**config.mk**
```make
export PLATFORM = sky130hd
export DESIGN_NAME = dm_comm_port
export DESIGN_NICKNAME = d
export VERILOG_FILES = /design/src/logic/dm_port_pkg.sv /design/src/logic/dm_comm_port.sv
export SDC_FILE = /design/constraint.sdc
export NUM_CORES = 1
export LEC_CHECK = 0
export BUFFER_PORTS_ARGS = -buffer_cell sky130_fd_sc_hd__buf_4
export CAP_MARGIN = 15
export CORE_MARGIN = 2
export CORE_UTILIZATION = 40
export CTS_BUF_LIST = sky130_fd_sc_hd__clkbuf_16
export CTS_CLUSTER_DIAMETER = 30
export DETAILED_ROUTE_END_ITERATION = 8
export GPL_TIMING_DRIVEN = 0
export HOLD_SLACK_MARGIN = 0.12
export PLACE_DENSITY = 0.55
export SLEW_MARGIN = 25
export SYNTH_ARGS = -nofsm -noshare
export SYNTH_HDL_FRONTEND = slang
export SYNTH_SLANG_ARGS = --single-unit
export TNS_END_PERCENT = 30
```
**constraint.sdc**
```tcl
create_clock -name clk_sys_i -period 225.1 [get_ports clk_sys_i]
set_clock_uncertainty 0.15 [all_clocks]
set_input_delay 22.51 -clock clk_sys_i [delete_from_list [all_inputs] [get_ports clk_sys_i]]
set_output_delay 22.51 -clock clk_sys_i [all_outputs]
set_load 0.005 [all_outputs]
```
**src/logic/dm_port_pkg.sv**
```systemverilog
// Purpose: Constants and types for the differential Manchester communications port.
// Assumes: 10 MHz system clock; plain register port with 32-bit data.
// Notes: Register map and field positions below are local choices.
package dm_port_pkg;

  localparam int CLK_HZ = 10_000_000;

  // Register byte offsets
  localparam logic [3:0] CTRL_OFS = 4'h0;
  localparam logic [3:0] CMD_OFS = 4'h4;
  localparam logic [3:0] STATUS_OFS = 4'h8;

  // Control and command field positions
  localparam int CTRL_MODE_BIT = 0;
  localparam int CTRL_RATE_LSB = 1;
  localparam int CTRL_PRE_LSB = 5;
  localparam int CTRL_COLL_BIT = 13;
  localparam int CMD_START_BIT = 0;

  // Status field positions
  localparam int ST_TXBUSY_BIT = 0;
  localparam int ST_RXACT_BIT = 1;
  localparam int ST_COLL_BIT = 2;
  localparam int ST_UNDER_BIT = 3;
  localparam int ST_RXERR_BIT = 4;
  localparam int ST_REFUSED_BIT = 5;

  // Reset values and least preamble length
  localparam logic MODE_RESET = 1'b0;
  localparam logic [3:0] RATE_RESET = 4'h5;
  localparam logic [7:0] PRE_RESET = 8'h10;
  localparam logic [7:0] PRE_MIN = 8'h04;

  // Bit rates in bits per second, by select code
  localparam int RATE_2M5_BPS = 2_500_000;
  localparam int RATE_1M25_BPS = 1_250_000;
  localparam int RATE_625K_BPS = 625_000;
  localparam int RATE_312K5_BPS = 312_500;
  localparam int RATE_156K_BPS = 156_000;
  localparam int RATE_78K_BPS = 78_000;
  localparam int RATE_39K_BPS = 39_000;
  localparam int RATE_19K5_BPS = 19_500;
  localparam int RATE_9K6_BPS = 9_600;
  localparam int RATE_4K8_BPS = 4_800;
  localparam int RATE_MAX_SEL = 9;

  // Least system clock for the two fastest rates
  localparam int MIN_CLK_2M5_HZ = 40_000_000;
  localparam int MIN_CLK_1M25_HZ = 20_000_000;

  // End-of-packet hold in half bits, and receiver violation point in eighths of a bit
  localparam int VIOL_HALVES = 5;
  localparam int RX_VIOL_EIGHTHS = 11;
  localparam int RX_DATA_WIN_QUARTERS = 3;

  typedef enum logic [2:0] {TX_IDLE, TX_LOW, TX_WAIT, TX_BITS, TX_VIOL} tx_state_t;
  typedef enum logic [1:0] {FLD_SYNC, FLD_BYTESYNC, FLD_DATA} tx_field_t;
  typedef enum logic [1:0] {RX_HUNT, RX_SYNC, RX_DATA} rx_state_t;

  typedef struct packed {
    logic [3:0] addr;
    logic [31:0] wdata;
    logic wr;
    logic rd;
  } reg_req_t;

  typedef struct packed {
    logic [7:0] data;
    logic valid;
    logic last;
  } tx_byte_t;

  typedef struct packed {
    logic [7:0] data;
    logic valid;
    logic frame_end;
  } rx_byte_t;

  function automatic int rate_bps(input logic [3:0] sel);
    case (sel)
      4'h0: rate_bps = RATE_2M5_BPS;
      4'h1: rate_bps = RATE_1M25_BPS;
      4'h2: rate_bps = RATE_625K_BPS;
      4'h3: rate_bps = RATE_312K5_BPS;
      4'h4: rate_bps = RATE_156K_BPS;
      4'h5: rate_bps = RATE_78K_BPS;
      4'h6: rate_bps = RATE_39K_BPS;
      4'h7: rate_bps = RATE_19K5_BPS;
      4'h8: rate_bps = RATE_9K6_BPS;
      default: rate_bps = RATE_4K8_BPS;
    endcase
  endfunction : rate_bps

  // Half bit period in system clocks
  function automatic logic [12:0] half_cycles(input logic [3:0] sel);
    half_cycles = 13'(CLK_HZ / (2 * rate_bps(sel)));
  endfunction : half_cycles

  // Fast rates are refused when the system clock is too slow
  function automatic logic rate_ok(input logic [3:0] sel);
    if (sel > 4'(RATE_MAX_SEL)) begin
      rate_ok = 1'b0;
    end else if (sel == 4'h0) begin
      rate_ok = (CLK_HZ >= MIN_CLK_2M5_HZ);
    end else if (sel == 4'h1) begin
      rate_ok = (CLK_HZ >= MIN_CLK_1M25_HZ);
    end else begin
      rate_ok = 1'b1;
    end
  endfunction : rate_ok

endpackage : dm_port_pkg

```
**src/logic/dm_comm_port.sv**
```systemverilog
// Purpose: Differential Manchester single-ended communications port, transmit and receive.
// Assumes: 10 MHz clock; rates above 625 kbps are refused at this clock.
// Notes: Special-purpose mode framing is not built; in that mode the port stays idle.
//
// The implementer's own choices: the plain strobed port and the placing of the registers.
`timescale 1ns/1ps
module dm_comm_port
  import dm_port_pkg::*;
(
  // Clock and reset
  input wire logic clk_sys_i,
  input wire logic rst_i,
  // Register port
  input wire logic [3:0] reg_addr_i,
  input wire logic [31:0] reg_wdata_i,
  input wire logic reg_wr_i,
  input wire logic reg_rd_i,
  output logic [31:0] reg_rdata_o,
  // Transmit byte stream
  input wire logic [7:0] tx_data_i,
  input wire logic tx_valid_i,
  input wire logic tx_last_i,
  output logic tx_ready_o,
  // Receive byte stream
  output logic [7:0] rx_data_o,
  output logic rx_valid_o,
  output logic rx_end_o,
  // Line pins
  input wire logic line_rx_data_in_i,
  input wire logic line_collision_in_n_i,
  output logic line_tx_data_out_o,
  output logic line_tx_enable_out_o
);

  ////////////////////////////////////////////////////////////////////////////
  // Whole block state, registered in one place
  typedef struct packed {
    logic mode;
    logic [3:0] rate;
    logic [7:0] pre_len;
    logic coll_en;
    logic st_coll;
    logic st_under;
    logic st_rxerr;
    logic st_refused;
    tx_state_t tx;
    tx_field_t fld;
    logic [12:0] tcnt;
    logic tphase;
    logic [7:0] pre_left;
    logic [7:0] tsh;
    logic [2:0] tbits;
    logic tlast_cur;
    logic [7:0] thold;
    logic thold_full;
    logic thold_last;
    logic got_last;
    logic cur_bit;
    logic line;
    logic txen;
    logic ready;
    logic [2:0] csync;
    logic [2:0] rsync;
    logic rlvl;
    rx_state_t rx;
    logic [12:0] rcnt;
    logic rzero;
    logic [7:0] rsh;
    logic [2:0] rbits;
    logic [7:0] rdata;
    logic rvalid;
    logic rend;
    logic [31:0] rd_data;
  } state_t;

  state_t r_reg;
  state_t r_next;
  reg_req_t req;
  tx_byte_t txb;

  // Bus and byte inputs bundled into the package carriers
  assign req = '{addr: reg_addr_i, wdata: reg_wdata_i, wr: reg_wr_i, rd: reg_rd_i};
  assign txb = '{data: tx_data_i, valid: tx_valid_i, last: tx_last_i};

  ////////////////////////////////////////////////////////////////////////////
  // Next state
  always_comb begin
    logic [12:0] half;
    logic [12:0] rx_win;
    logic [12:0] rx_viol;
    logic [7:0] pre;
    logic nbit;
    logic have_bit;
    logic rbit;
    r_next = r_reg;
    half = half_cycles(r_reg.rate);
    rx_win = 13'((32'(half) * 2 * RX_DATA_WIN_QUARTERS) / 4);
    rx_viol = 13'((32'(half) * 2 * RX_VIOL_EIGHTHS) / 8);
    pre = 8'h00;
    nbit = 1'b0;
    have_bit = 1'b0;
    rbit = 1'b0;
    r_next.rvalid = 1'b0;
    r_next.rend = 1'b0;
    r_next.rd_data = 32'h0000_0000;

    // Register writes; clears come first so a same-cycle event still sets
    if (req.wr) begin
      if (req.addr == CTRL_OFS) begin
        r_next.mode = req.wdata[CTRL_MODE_BIT];
        r_next.coll_en = req.wdata[CTRL_COLL_BIT];
        pre = req.wdata[CTRL_PRE_LSB +: 8];
        r_next.pre_len = (pre < PRE_MIN) ? PRE_MIN : pre;
        if (rate_ok(req.wdata[CTRL_RATE_LSB +: 4])) begin
          r_next.rate = req.wdata[CTRL_RATE_LSB +: 4];
        end else begin
          // Too fast for this clock or code above 9: old rate kept, flag raised
          r_next.st_refused = 1'b1;
        end
      end else if (req.addr == STATUS_OFS) begin
        r_next.st_coll = r_reg.st_coll & ~req.wdata[ST_COLL_BIT];
        r_next.st_under = r_reg.st_under & ~req.wdata[ST_UNDER_BIT];
        r_next.st_rxerr = r_reg.st_rxerr & ~req.wdata[ST_RXERR_BIT];
        r_next.st_refused = r_reg.st_refused & ~req.wdata[ST_REFUSED_BIT];
      end
    end

    // Register reads, data valid in the following cycle only
    if (req.rd) begin
      if (req.addr == CTRL_OFS) begin
        r_next.rd_data[CTRL_MODE_BIT] = r_reg.mode;
        r_next.rd_data[CTRL_RATE_LSB +: 4] = r_reg.rate;
        r_next.rd_data[CTRL_PRE_LSB +: 8] = r_reg.pre_len;
        r_next.rd_data[CTRL_COLL_BIT] = r_reg.coll_en;
      end else if (req.addr == STATUS_OFS) begin
        r_next.rd_data[ST_TXBUSY_BIT] = (r_reg.tx != TX_IDLE);
        r_next.rd_data[ST_RXACT_BIT] = (r_reg.rx != RX_HUNT);
        r_next.rd_data[ST_COLL_BIT] = r_reg.st_coll;
        r_next.rd_data[ST_UNDER_BIT] = r_reg.st_under;
        r_next.rd_data[ST_RXERR_BIT] = r_reg.st_rxerr;
        r_next.rd_data[ST_REFUSED_BIT] = r_reg.st_refused;
      end
    end

    //////////////////////////////////////////////////////////////////////////
    // Byte intake: one holding byte keeps the shifter fed without gaps
    if (r_reg.ready && txb.valid) begin
      r_next.thold = txb.data;
      r_next.thold_full = 1'b1;
      r_next.thold_last = txb.last;
      r_next.got_last = txb.last;
    end

    //////////////////////////////////////////////////////////////////////////
    // Transmitter
    case (r_reg.tx)
      TX_IDLE: begin
        r_next.txen = 1'b0;
        // Start is ignored in special-purpose mode; the port then stays idle
        if (req.wr && req.addr == CMD_OFS && req.wdata[CMD_START_BIT] && !r_reg.mode) begin
          r_next.tx = TX_LOW;
          r_next.got_last = 1'b0;
          r_next.thold_full = 1'b0;
        end
      end
      TX_LOW: begin
        // Line low first so that the first packet edge rises
        r_next.line = 1'b0;
        r_next.tx = TX_WAIT;
      end
      TX_WAIT: begin
        r_next.txen = 1'b1;
        // First clock edge comes half a bit after enable, well inside one bit
        r_next.tcnt = half - 13'd1;
        r_next.tx = TX_BITS;
        r_next.tphase = 1'b1;
        r_next.fld = FLD_SYNC;
        r_next.pre_left = r_reg.pre_len;
      end
      TX_BITS: begin
        if (r_reg.tcnt != 13'd0) begin
          r_next.tcnt = r_reg.tcnt - 13'd1;
        end else if (!r_reg.tphase) begin
          r_next.tphase = 1'b1;
          r_next.tcnt = half - 13'd1;
          if (!r_reg.cur_bit) begin
            r_next.line = ~r_reg.line;
          end
        end else begin
          // Pick the next bit; the first one leaves half a bit after enable
          case (r_reg.fld)
            FLD_SYNC: begin
              if (r_reg.pre_left != 8'h00) begin
                nbit = 1'b1;
                have_bit = 1'b1;
                r_next.pre_left = r_reg.pre_left - 8'h01;
              end else begin
                nbit = 1'b0;
                have_bit = 1'b1;
                r_next.fld = FLD_BYTESYNC;
              end
            end
            default: begin
              if (r_reg.fld == FLD_DATA && r_reg.tbits != 3'd0) begin
                nbit = r_reg.tsh[7];
                have_bit = 1'b1;
                r_next.tsh = {r_reg.tsh[6:0], 1'b0};
                r_next.tbits = r_reg.tbits - 3'd1;
              end else if (r_reg.fld == FLD_DATA && r_reg.tlast_cur) begin
                have_bit = 1'b0;
              end else if (r_reg.thold_full) begin
                nbit = r_reg.thold[7];
                have_bit = 1'b1;
                r_next.fld = FLD_DATA;
                r_next.tsh = {r_reg.thold[6:0], 1'b0};
                r_next.tbits = 3'd7;
                r_next.tlast_cur = r_reg.thold_last;
                r_next.thold_full = 1'b0;
              end else begin
                // Holding byte empty when needed: flag it and end the packet
                r_next.st_under = 1'b1;
              end
            end
          endcase
          if (have_bit) begin
            r_next.line = ~r_reg.line;
            r_next.cur_bit = nbit;
            r_next.tphase = 1'b0;
            r_next.tcnt = half - 13'd1;
          end else begin
            // No trailing clock edge; line holds its level for the hold time
            r_next.tx = TX_VIOL;
            r_next.tcnt = 13'(32'(half) * VIOL_HALVES - 1);
          end
        end
      end
      TX_VIOL: begin
        if (r_reg.tcnt != 13'd0) begin
          // Line is left alone here, so the hold keeps the last level
          r_next.tcnt = r_reg.tcnt - 13'd1;
        end else begin
          r_next.txen = 1'b0;
          r_next.tx = TX_IDLE;
          r_next.thold_full = 1'b0;
        end
      end
      default: r_next.tx = TX_IDLE;
    endcase

    // Ready only once enable is up, so no byte is asked for outside a packet
    r_next.ready = (r_next.tx == TX_BITS) &&
                   !r_next.thold_full && !r_next.got_last;

    //////////////////////////////////////////////////////////////////////////
    // Collision input: three stages, acted on when the last two are both low
    r_next.csync = {r_reg.csync[1:0], line_collision_in_n_i};
    if (r_reg.coll_en && r_reg.txen && !r_reg.csync[2] && !r_reg.csync[1]) begin
      // Sticky until cleared; a same-cycle clear loses to the event
      r_next.st_coll = 1'b1;
    end

    //////////////////////////////////////////////////////////////////////////
    // Receiver: only edges count, never levels, so polarity is irrelevant
    r_next.rsync = {r_reg.rsync[1:0], line_rx_data_in_i};
    if (r_reg.rsync[2] == r_reg.rsync[1] && r_reg.rsync[2] != r_reg.rlvl) begin
      r_next.rlvl = r_reg.rsync[2];
      if (r_reg.rx == RX_HUNT) begin
        if (!r_reg.mode) begin
          r_next.rx = RX_SYNC;
          r_next.rcnt = 13'd0;
          r_next.rzero = 1'b0;
        end
      end else if (r_reg.rcnt < rx_win) begin
        r_next.rzero = 1'b1;
        r_next.rcnt = r_reg.rcnt + 13'd1;
      end else begin
        // Clock edge closes the previous bit and restarts both windows
        rbit = ~r_reg.rzero;
        r_next.rcnt = 13'd0;
        r_next.rzero = 1'b0;
        if (r_reg.rx == RX_SYNC) begin
          if (!rbit) begin
            r_next.rx = RX_DATA;
            r_next.rbits = 3'd0;
          end
        end else begin
          r_next.rsh = {r_reg.rsh[6:0], rbit};
          r_next.rbits = r_reg.rbits + 3'd1;
          if (r_reg.rbits == 3'd7) begin
            r_next.rdata = {r_reg.rsh[6:0], rbit};
            r_next.rvalid = 1'b1;
          end
        end
      end
    end else if (r_reg.rx != RX_HUNT) begin
      if (r_reg.rcnt >= rx_viol) begin
        // A stray edge ahead of the preamble also times out here; hunting restarts
        // Missing clock edge: last bit has no trailing edge, settle it here
        r_next.rx = RX_HUNT;
        r_next.rend = 1'b1;
        rbit = ~r_reg.rzero;
        if (r_reg.rx == RX_DATA) begin
          if (r_reg.rbits == 3'd7) begin
            r_next.rdata = {r_reg.rsh[6:0], rbit};
            r_next.rvalid = 1'b1;
          end else begin
            r_next.st_rxerr = 1'b1;
          end
        end else begin
          r_next.st_rxerr = 1'b1;
        end
      end else begin
        r_next.rcnt = r_reg.rcnt + 13'd1;
      end
    end
  end

  ////////////////////////////////////////////////////////////////////////////
  // State register
  always_ff @(posedge clk_sys_i) begin
    if (rst_i) begin
      r_reg <= '0;
      r_reg.mode <= MODE_RESET;
      r_reg.rate <= RATE_RESET;
      r_reg.pre_len <= PRE_RESET;
      // Collision input idles high; starting there avoids a false flag
      r_reg.csync <= 3'h7;
      r_reg.tx <= TX_IDLE;
      r_reg.rx <= RX_HUNT;
    end else begin
      r_reg <= r_next;
    end
  end

  ////////////////////////////////////////////////////////////////////////////
  // Outputs straight from the state register; both line outputs always driven
  assign reg_rdata_o = r_reg.rd_data;
  assign tx_ready_o = r_reg.ready;
  assign rx_data_o = r_reg.rdata;
  assign rx_valid_o = r_reg.rvalid;
  assign rx_end_o = r_reg.rend;
  assign line_tx_data_out_o = r_reg.line;
  assign line_tx_enable_out_o = r_reg.txen;

endmodule : dm_comm_port

```
======== After elaboration in Yosys (flattened, before gate mapping) ========
Memories as Yosys holds them, arrays and structs flattened. A register that Yosys moved wholly into a read port is not among the register bits.
Cells that the tools add are included.
word-level totals
  register bits ........................... 147
  latch bits .............................. 0
  RAM bits ................................ 0
  memory bits (read-only) ................. 320
  bits of input ports ..................... 52
  output and inout bits ................... 45
  logic and storage cells ................. 283
  memories ................................ 1
memory list
  name             depth  bits a word  rd ports  clocked after memory_dff  write ports  line               source
  (no name shown)  16     20           1         1                         0            dm_port_pkg.sv:80  case (sel)
operators by class
  $add $sub $neg .......................... 7
  multipliers ............................. 3
  divide/modulo/power cells ............... 1
  magnitude comparators ................... 4
  equal/unequal tests ..................... 39
  shift-type cells ........................ 0
  muxes and demuxes ....................... 110
  bitwise operators ....................... 20
  reductions and logical operators ........ 60
operators with widths
  cell                                                                   number
  9-bit 2-to-1 mux                                                       6
  13-bit 2-to-1 mux                                                      4
  1-bit 2-to-1 mux                                                       48
  14-bit 2-to-1 mux                                                      3
  13-bit case mux with 3 select lines                                    1
  13-bit by 1-bit subtractor with 13-bit output (second input constant)  3
  12-bit 2-to-1 mux                                                      3
  25-bit by 32-bit divider with 32-bit output (first input constant)     1
  16-bit 2-to-1 mux                                                      2
  15-bit 2-to-1 mux                                                      2
  2-bit != test (second input constant)                                  13
  8-bit 2-to-1 mux                                                       3
  2-bit 2-to-1 mux                                                       11
  21-bit 2-to-1 mux                                                      1
  3-bit 2-to-1 mux                                                       7
  10-bit 2-to-1 mux                                                      2
  20-bit 2-to-1 mux                                                      1
  2-bit nonzero test                                                     10
  18-bit 2-to-1 mux                                                      1
  9-bit case mux with 2 select lines                                     1
  6-bit AND reduction                                                    3
  4-bit 2-to-1 mux                                                       4
  1-bit inverter                                                         16
  4-bit AND reduction                                                    4
  47 further kinds                                                       94

======== Depth between registers and ports, before layout ========
Gate-level depths: netlist of the first run.
  word-level depth ........................ 16
  depth in mapped cells ................... 388
  gate-level depth less buffers ........... 357

======== Least setup slack after synthesis of the first run ========
OpenSTA, ideal clock, no wires.
  path type ............................... reg2reg
  start point ............................. register (tool-made name)
  end point ............................... register r_reg[64] (netlist name)
  library setup time ...................... 0.128 ns
  arrival ................................. 71.300 ns
  required time ........................... 224.822 ns
  path slack .............................. 153.523 ns
  stages on the path, launching flop included .. 352
  path buffers ............................ 41
  cells stage by stage .................... dfxtp_1 > buf_6 > inv_1 > ha_1 > nand2b_1 > a21oi_1 > and4_1 > nor2_1 > nor2_1 > ha_1 > o21ai_0 > a21oi_1 > or2_2 > o211a_1 > ha_1 > a21o_1 > or3_1 > o32ai_1 > [316 not listed] > a21oi_1 > o21bai_1 > a21oi_1 > xor2_1 > ha_1 > nand4_1 > nor3_1 > nor2_1 > a21boi_0 > o21ai_0 > and2_0 > clkbuf_1 > nand2_1 > nor2_1 > and4_1 > nand3_1 > xor2_1 > nor2_1
RTL lines
  element               line                 source
  end signal, assigned  dm_comm_port.sv:331  r_reg <= r_next;
  end, declared         dm_comm_port.sv:76   state_t r_reg;

==> results.toml, run 1 <==
[floorplanning]
fp.dieW_um = 287.4
start_util_pct = 40.53
dieHeight_um = 287.4
placementRows = 103
die_area_um2 = 82590
core_um2 = 79260
io_pins = 97

[worst_setup_path]
cp.arrival_ns = 95.59
startpoint_type = "flip-flop"
r2r_slack_ns = 129.68
worstSetupPathType = "reg2reg"
path_common_cell = "o21ai_0"
cp_slowest_cell = "clkbuf_1"
path_max_fanout = 16
crit_path_max_incr_delay_ns = 0.85
cp-end-kind = "flip-flop"
required_ns = 225.27

[yosys]
synth.distinct_cells = 125
syn_area_per_cell_um2 = 7.182
synth_edf_count = 0
ys_seq_elements = 147
ys_seq_area_share_pct = 9.161
netlist_instances = 4473
synth_flop_cell = "dfxtp_1"
synthesis.area_um2 = 32120
yosysWarningCount = 0
async_flop_share_pct = 0

[global_route]
grt_max_degree = 36
grt-ovfl-total = 0
grtUsageTotal_pct = 26.30
antenna_found_initial = 1
grt_first_pass_wirelength_um = 174400
grt_pass1_vias = 31326

[cts]
post_cts_buffers = 0
cts_hold_buf = 0
clock-sinks = 147
htree_num_levels = 4
numCtsBuffers = 17
clockBufferDepth = 2
clock_latency_ns = 0.45
cts-root-buf = "clkbuf_16"
cts_resized = 0
path_clk_slew_ns = 0.07
cts_tree = "yes"

[detailed_routing]
routed_wl_um = 111500
drtAntennaViolNets = 0
drtIter0Drc = 2482
wire_per_inst_um = 19.77
drtPass1Iterations = 6
vias = 33486
detail_route.vias_per_cell = 5.934
drc = 0

[cells_and_area]
area_growth_pct = 8.277
antenna_cells = 0
multi_input_area_um2 = 27730
register_area_um2 = 2943
n_fill_cell = 8333
mostFrequentLayoutCells = "nor2_1 (474), ha_1 (463), nand2_1 (408), a21oi_1 (403), o21ai_0 (260)"
layout_commonest_cell = "nor2_1"
drive_gt1_share_pct = 8.034
nNetsFinal = 5116
fin_cells = 5643

[job]
maxCapViolCount = 0

[min_path]
hp-class = "reg2reg"

[placed_design]
place_congestion = 0.9456
dpl.hpwl_um = 88590
post-place-ws_ns = 131.03
place_inst = 5611
io_buffers = 60

[timing]
rsz0062_at_grt = "no"
finalSetupViolations = 0
relSlewSlack_pct = 27.86
fin_crit_sh_pct = 42.39
setup_ws_ns = 129.68
worstMarginPinSlew_ns = 1.082
setup_tns_ns = 0
max_freq_ghz = 0.01048
hold_viol_final = 0
layout_min_cycle_time_ns = 95.42
slew_violations = 0

[outcome]
status = "complete, no violations"
## cell usage after synthesis (24+ instances only)
cell | count | area share [%]
nor2_1 | 474 | 5.5
a22oi_1 | 26 | 0.61
a21boi_0 | 36 | 0.84
o211ai_1 | 41 | 0.96
o22ai_1 | 24 | 0.47
nand2_1 | 408 | 4.8
inv_1 | 174 | 2.0
mux2_2 | 79 | 2.8
a31oi_1 | 57 | 1.1
nand3_1 | 85 | 1.3
ha_1 | 463 | 18
dfxtp_1 | 147 | 9.2
nand4_1 | 37 | 0.72
o21bai_1 | 47 | 1.1
a211oi_1 | 54 | 1.3
mux2i_1 | 40 | 1.2
nor3_1 | 138 | 2.2
or3_1 | 51 | 0.99
or2_2 | 32 | 0.62
and3_1 | 43 | 0.84
nor2b_1 | 63 | 1.2
clkbuf_1 | 94 | 1.1
o31ai_1 | 55 | 1.3
buf_4 | 42 | 0.98
o21a_1 | 135 | 3.2
a21oi_1 | 403 | 6.3
and2_1 | 45 | 0.88
xnor2_1 | 199 | 5.4
nand2b_1 | 93 | 1.8
a21o_1 | 119 | 2.8
o21ai_0 | 260 | 4.1
xor2_1 | 93 | 2.5
## critical path: cells and delay by family (launching register included)
family,cells,cell delay (ns)
buffers and inverters,60,22.11
AO/OA/AOI/OAI,185,45.65
AND/OR/NAND/NOR,82,16.28
multiplexers,1,0.42
flip-flops,1,0.31
XOR/XNOR,3,0.58
adder cells (fa/ha/maj),29,9.43
## per-stage QoR
step	util [%]	hold WS (ns)	instance area (um^2)
2_1_floorplan	-	0.2395	32190
3_3_place_gp	42.84	0.2468	33960
3_5_place_dp	43.11	0.2432	34170
4_1_cts	43.88	0.2597	34780
5_1_grt	43.89	0.2818	34780
6_report	43.89	0.2582	34780
## kinds of logic after synthesis
logic type / count (synthesis) / share of synthesized area, %
DFF: 147 / 9.161
adders and majority gates: 485 / 19.37
AOI/OAI and AO/OA: 1499 / 30.95
and+or+nand+nor: 1574 / 23.55
muxes: 124 / 4.257
xor gates and xnor gates: 292 / 7.961
other: 1 / 0.01167
buffers and inverters: 351 / 4.740
## path summary, 6_finish.rpt
path,from,end,depth (start not counted)
worst min-delay path,r_next[74],r_next[75],1
worst max register to register,flip-flop,r_reg[63],360
worst min register to register,r_next[74],r_next[75],1
worst max-delay path,flip-flop,r_reg[63],360
## routing by layer
layer,share of wire (%),global-route usage [%]
met1,48,36.82
met2,45,43.39
met3,4.4,1.738
met4,2.7,7.070
met5,0,0
## cell type report
| class | instances | area share, % |
|---|---|---|
| buffer | 170 | 2.439 |
| clock buffer | 17 | 1.223 |
| clock inverter | 15 | 0.5396 |
| inverter | 181 | 1.975 |
| multi-input combinational | 3993 | 79.71 |
| sequential | 147 | 8.461 |
| tap | 1050 | 3.777 |
| timing repair buffer | 70 | 1.874 |
Power of run 1 is left out: the tool's default activity adds up to more than one toggle a clock period on the data nets, which glitch-free logic cannot reach.
==> run 2: changes to the inputs <==
==> constraint.sdc (replaced) <==
create_clock -name clk_sys_i -period 95.7 [get_ports clk_sys_i]
set_clock_uncertainty 0.15 [all_clocks]
set_input_delay 9.57 -clock clk_sys_i [delete_from_list [all_inputs] [get_ports clk_sys_i]]
set_output_delay 9.57 -clock clk_sys_i [all_outputs]
set_load 0.005 [all_outputs]
==> run 2 against run 1 <==
Against the previous run: worst setup slack got worse by 120 ns; critical path depth fell by 3; core utilization rose by 0.073 points; global-route usage did not move; sequential share of layout area barely moved; via count fell by 0.19%; critical path type unchanged.
==> results.toml, run 2 (synthesized netlist as in run 1, its figures left out) <==
[outcome]
status = "complete, no violations"

[cts]
cts-root-buf = "clkbuf_16"
clock-sinks = 147
clockBufferDepth = 2
cts_tree = "yes"
htree_num_levels = 4
path_clk_slew_ns = 0.07
post_cts_buffers = 0
clock_latency_ns = 0.45
numCtsBuffers = 17

[global_route]
grt_first_pass_wirelength_um = 174400
antenna_found_initial = 1
grt-ovfl-total = 0
grt_pass1_vias = 31326
grt_use_met2_pct = 43.39
busiest_layer = "met2"
grt_max_degree = 36
use_met3_pct = 1.738
grtUsageMet1_pct = 36.82
grtUsageTotal_pct = 26.30

[worst_setup_path]
startpoint_type = "flip-flop"
cp-end-kind = "flip-flop"
cp.arrival_ns = 89.52
crit_path_max_incr_delay_ns = 0.71
required_ns = 95.87
worstRegToRegCells = 357
cp_slowest_cell = "or4b_2"
path_common_cell = "o21ai_0"
reg2reg_to = "r_reg[63]"
worstSetupPathType = "reg2reg"
cpLargestDelayFamily = "compound AO/OA/AOI/OAI gates"
critical_path_buf_inv_count = 62
r2r_slack_ns = 6.36
path_max_fanout = 16

[cells_and_area]
antenna_cells = 0
drive_gt1_share_pct = 8.602
fin_cells = 5642
multi_input_area_um2 = 27760
area_growth_pct = 8.456
layout_commonest_cell = "nor2_1"
final_area_um2 = 34840
mostFrequentLayoutCells = "nor2_1 (473), ha_1 (463), nand2_1 (408), a21oi_1 (402), o21ai_0 (258)"
nNetsFinal = 5115
n_fill_cell = 8333
utilization_pct = 43.96
register_area_um2 = 2943

[min_path]
min_path_cells = 1
hp-class = "reg2reg"
min-delay-start = "r_next[74]"
whs_endpoint = "r_next[75]"

[detailed_routing]
drtAntennaViolNets = 0
drc = 0
vias = 33424
routed_wl_um = 111400
wire_per_inst_um = 19.74
detail_route.vias_per_cell = 5.924
drtIter0Drc = 2410
drtPass1Iterations = 5

[timing]
fin_crit_sh_pct = 93.36
finalSetupViolations = 0
relSlewSlack_pct = 25.86
max_freq_ghz = 0.01119
rsz0062_at_grt = "no"
layout_min_cycle_time_ns = 89.34
worstMarginPinSlew_ns = 1.112
slew_violations = 0
hold_viol_final = 0
setup_tns_ns = 0

[floorplanning]
core_um2 = 79260
fp.dieW_um = 287.4
dieHeight_um = 287.4
die_area_um2 = 82590
start_util_pct = 40.53
io_pins = 97
placementRows = 103

[placed_design]
io_buffers = 60
place_inst = 5611
place_area_um2 = 34170
place_congestion = 0.9456
dpl.hpwl_um = 88590

[job]
maxCapViolCount = 0
run 2: cell types whose count changed in the layout (fill, tap and decap cells not counted), sizes merged:
cell and change:
clkbuf +5, clkinvlp +1, clkinv -1, buf -6
run 2: final cells by class:
type / count / area share (%)
inverter: 181 / 1.982
clock buffer: 17 / 1.221
clock inverter: 15 / 0.5387
sequential: 147 / 8.447
multi-input combinational: 3993 / 79.67
timing repair buffer: 70 / 1.871
buffer: 169 / 2.500
tap: 1050 / 3.771
run 2: worst max path at each step:
stage / cells after the start / to / start / slack, ns
3_3_place_gp: 359 / r_reg[64] / flip-flop / 0.07
4_1_cts: 359 / r_reg[63] / flip-flop / 1.27
5_1_grt: 360 / r_reg[64] / flip-flop / 0.02
3_5_place_dp: 359 / r_reg[64] / flip-flop / 1.63
2_1_floorplan: 351 / r_reg[64] / flip-flop / 24.12
6_report: 357 / r_reg[63] / flip-flop / 6.36
run 2: stage by stage:
| step | setup WS, ns | hold slack, ns |
|---|---|---|
| after floorplan | 24.12 | 0.2395 |
| after CTS | 1.273 | 0.2597 |
| after global routing | 0.01990 | 0.2818 |
| after global placement | 0.06961 | 0.2468 |
| final | 6.355 | 0.2583 |
| after detailed placement | 1.629 | 0.2432 |
run 2: timing repair:
| action | 4_1_cts | 5_1_grt |
|---|---|---|
| resized for setup | 0 | 52 |
| hold buffers | 0 | 0 |
| endpoints found under the setup margin | 0 | 50 |
run 2: routing by layer:
metal | vias up | wire length [um]
met3 | 147 | 5149
li1 | 16681 | -
met5 | - | 0
met2 | 903 | 49780
met1 | 15693 | 53190
met4 | 0 | 3250
Power of run 2 is left out for the same reason.
==> run 3: changes to the inputs <==
--- a/config.mk
+++ b/config.mk
@@ -15,6 +15,7 @@
 export GPL_TIMING_DRIVEN = 0
 export HOLD_SLACK_MARGIN = 0.12
 export PLACE_DENSITY = 0.55
+export RECOVER_POWER = 100
 export SLEW_MARGIN = 25
 export SYNTH_ARGS = -nofsm -noshare
 export SYNTH_HDL_FRONTEND = slang
==> run 3 against run 2 <==
Against the previous run: core utilization about the same; first-iteration DRC count increased by 2.0%; register-to-register slack gained 0.11 ns; highest routed layer unchanged.
==> results.toml, run 3 (synthesized netlist as in run 1, its figures left out) <==
[global_route]
grtUsageTotal_pct = 26.30
grt_first_pass_wirelength_um = 174400
grt-ovfl-total = 0
grt_pass1_vias = 31326
grt_max_degree = 36
antenna_found_initial = 1

[worst_setup_path]
required_ns = 95.87
worstSetupPathType = "reg2reg"
r2r_slack_ns = 6.47
cpLargestDelayFamily = "compound AO/OA/AOI/OAI gates"
crit_path_max_incr_delay_ns = 0.71
cp.arrival_ns = 89.40
critical_path_buf_inv_count = 62
startpoint_type = "flip-flop"
cp-end-kind = "flip-flop"
path_common_cell = "o21ai_0"
cp_slowest_cell = "or4b_2"
path_max_fanout = 16

[detailed_routing]
drtIter0Drc = 2459
drc = 0
drtPass1Iterations = 5
routed_wl_um = 111400
wire_per_inst_um = 19.74
drtAntennaViolNets = 0
detail_route.vias_per_cell = 5.936
vias = 33491

[timing]
finalSetupViolations = 0
hold_viol_final = 0
worstMarginPinSlew_ns = 1.111
max_freq_ghz = 0.01121
layout_min_cycle_time_ns = 89.23
relSlewSlack_pct = 25.95
setup_tns_ns = 0
rsz0062_at_grt = "no"
slew_violations = 0
fin_crit_sh_pct = 93.24

[floorplanning]
start_util_pct = 40.53
fp.dieW_um = 287.4
core_um2 = 79260
dieHeight_um = 287.4
placementRows = 103
die_area_um2 = 82590
io_pins = 97

[min_path]
hp-class = "reg2reg"

[cts]
htree_num_levels = 4
clock_latency_ns = 0.45
post_cts_buffers = 0
numCtsBuffers = 17
clock-sinks = 147
cts-root-buf = "clkbuf_16"
path_clk_slew_ns = 0.07
clockBufferDepth = 2
cts_tree = "yes"

[placed_design]
io_buffers = 60
place_congestion = 0.9456
dpl.hpwl_um = 88590

[cells_and_area]
antenna_cells = 0
area_growth_pct = 8.425
layout_commonest_cell = "nor2_1"
mostFrequentLayoutCells = "nor2_1 (474), ha_1 (463), nand2_1 (408), a21oi_1 (402), o21ai_0 (258)"
drive_gt1_share_pct = 8.537
n_fill_cell = 8334
nNetsFinal = 5115

[outcome]
status = "complete, no violations"

[job]
maxCapViolCount = 0
==> run 3: worst reg2reg max path, delay by kind of cell, from the launching register on <==
kind,cells,cell delay [ns]
multiplexers,3,1.22
AND/OR/NAND/NOR,79,15.91
adder cells (fa/ha/maj),29,9.48
XOR/XNOR,3,0.58
AO/OA/AOI/OAI,181,42.39
buffers and inverters,62,19.08
flip-flops,1,0.31
==> run 3: layout make-up <==
type	count	area, um^2	area share (%)
multi-input combinational	3993	27750	79.69
sequential	147	2943	8.449
tap	1050	1314	3.772
buffer	169	870.8	2.500
inverter	181	690.7	1.983
timing repair buffer	70	644.4	1.850
clock buffer	17	425.4	1.221
clock inverter	15	187.7	0.5389
==> run 3: path summary, 6_finish.rpt <==
check              from          to  cells after the start
max           flip-flop   r_reg[63]                    357
min          r_next[74]  r_next[75]                      1
min reg2reg  r_next[74]  r_next[75]                      1
max reg2reg   flip-flop   r_reg[63]                    357
==> run 3: routing by layer <==
layer	part of all wire [%]	global-route usage [%]
met1	48	36.82
met2	45	43.39
met3	4.7	1.738
met4	2.8	7.070
met5	0	0
==> run 3: metrics by stage <==
step / setup slack, ns / hold WS, ns / instances / util (%) / cell area [um^2]
5_1_grt: 0.01043 / 0.2818 / 5642 / 43.95 / 34830
2_1_floorplan: 24.12 / 0.2395 / 4491 / - / 32190
3_5_place_dp: 1.629 / 0.2432 / 5611 / 43.11 / 34170
3_3_place_gp: 0.06961 / 0.2468 / 5601 / 42.84 / 33960
6_report: 6.467 / 0.2583 / 5642 / 43.95 / 34830
4_1_cts: 1.273 / 0.2597 / 5643 / 43.88 / 34780
==> run 3: repair_timing <==
action | in CTS | in global routing
hold buffers | 0 | 0
endpoints found under the hold margin | 0 | 0
endpoints found under the setup margin | 0 | 50
resized for setup | 0 | 52
Power of run 3 is left out for the same reason.
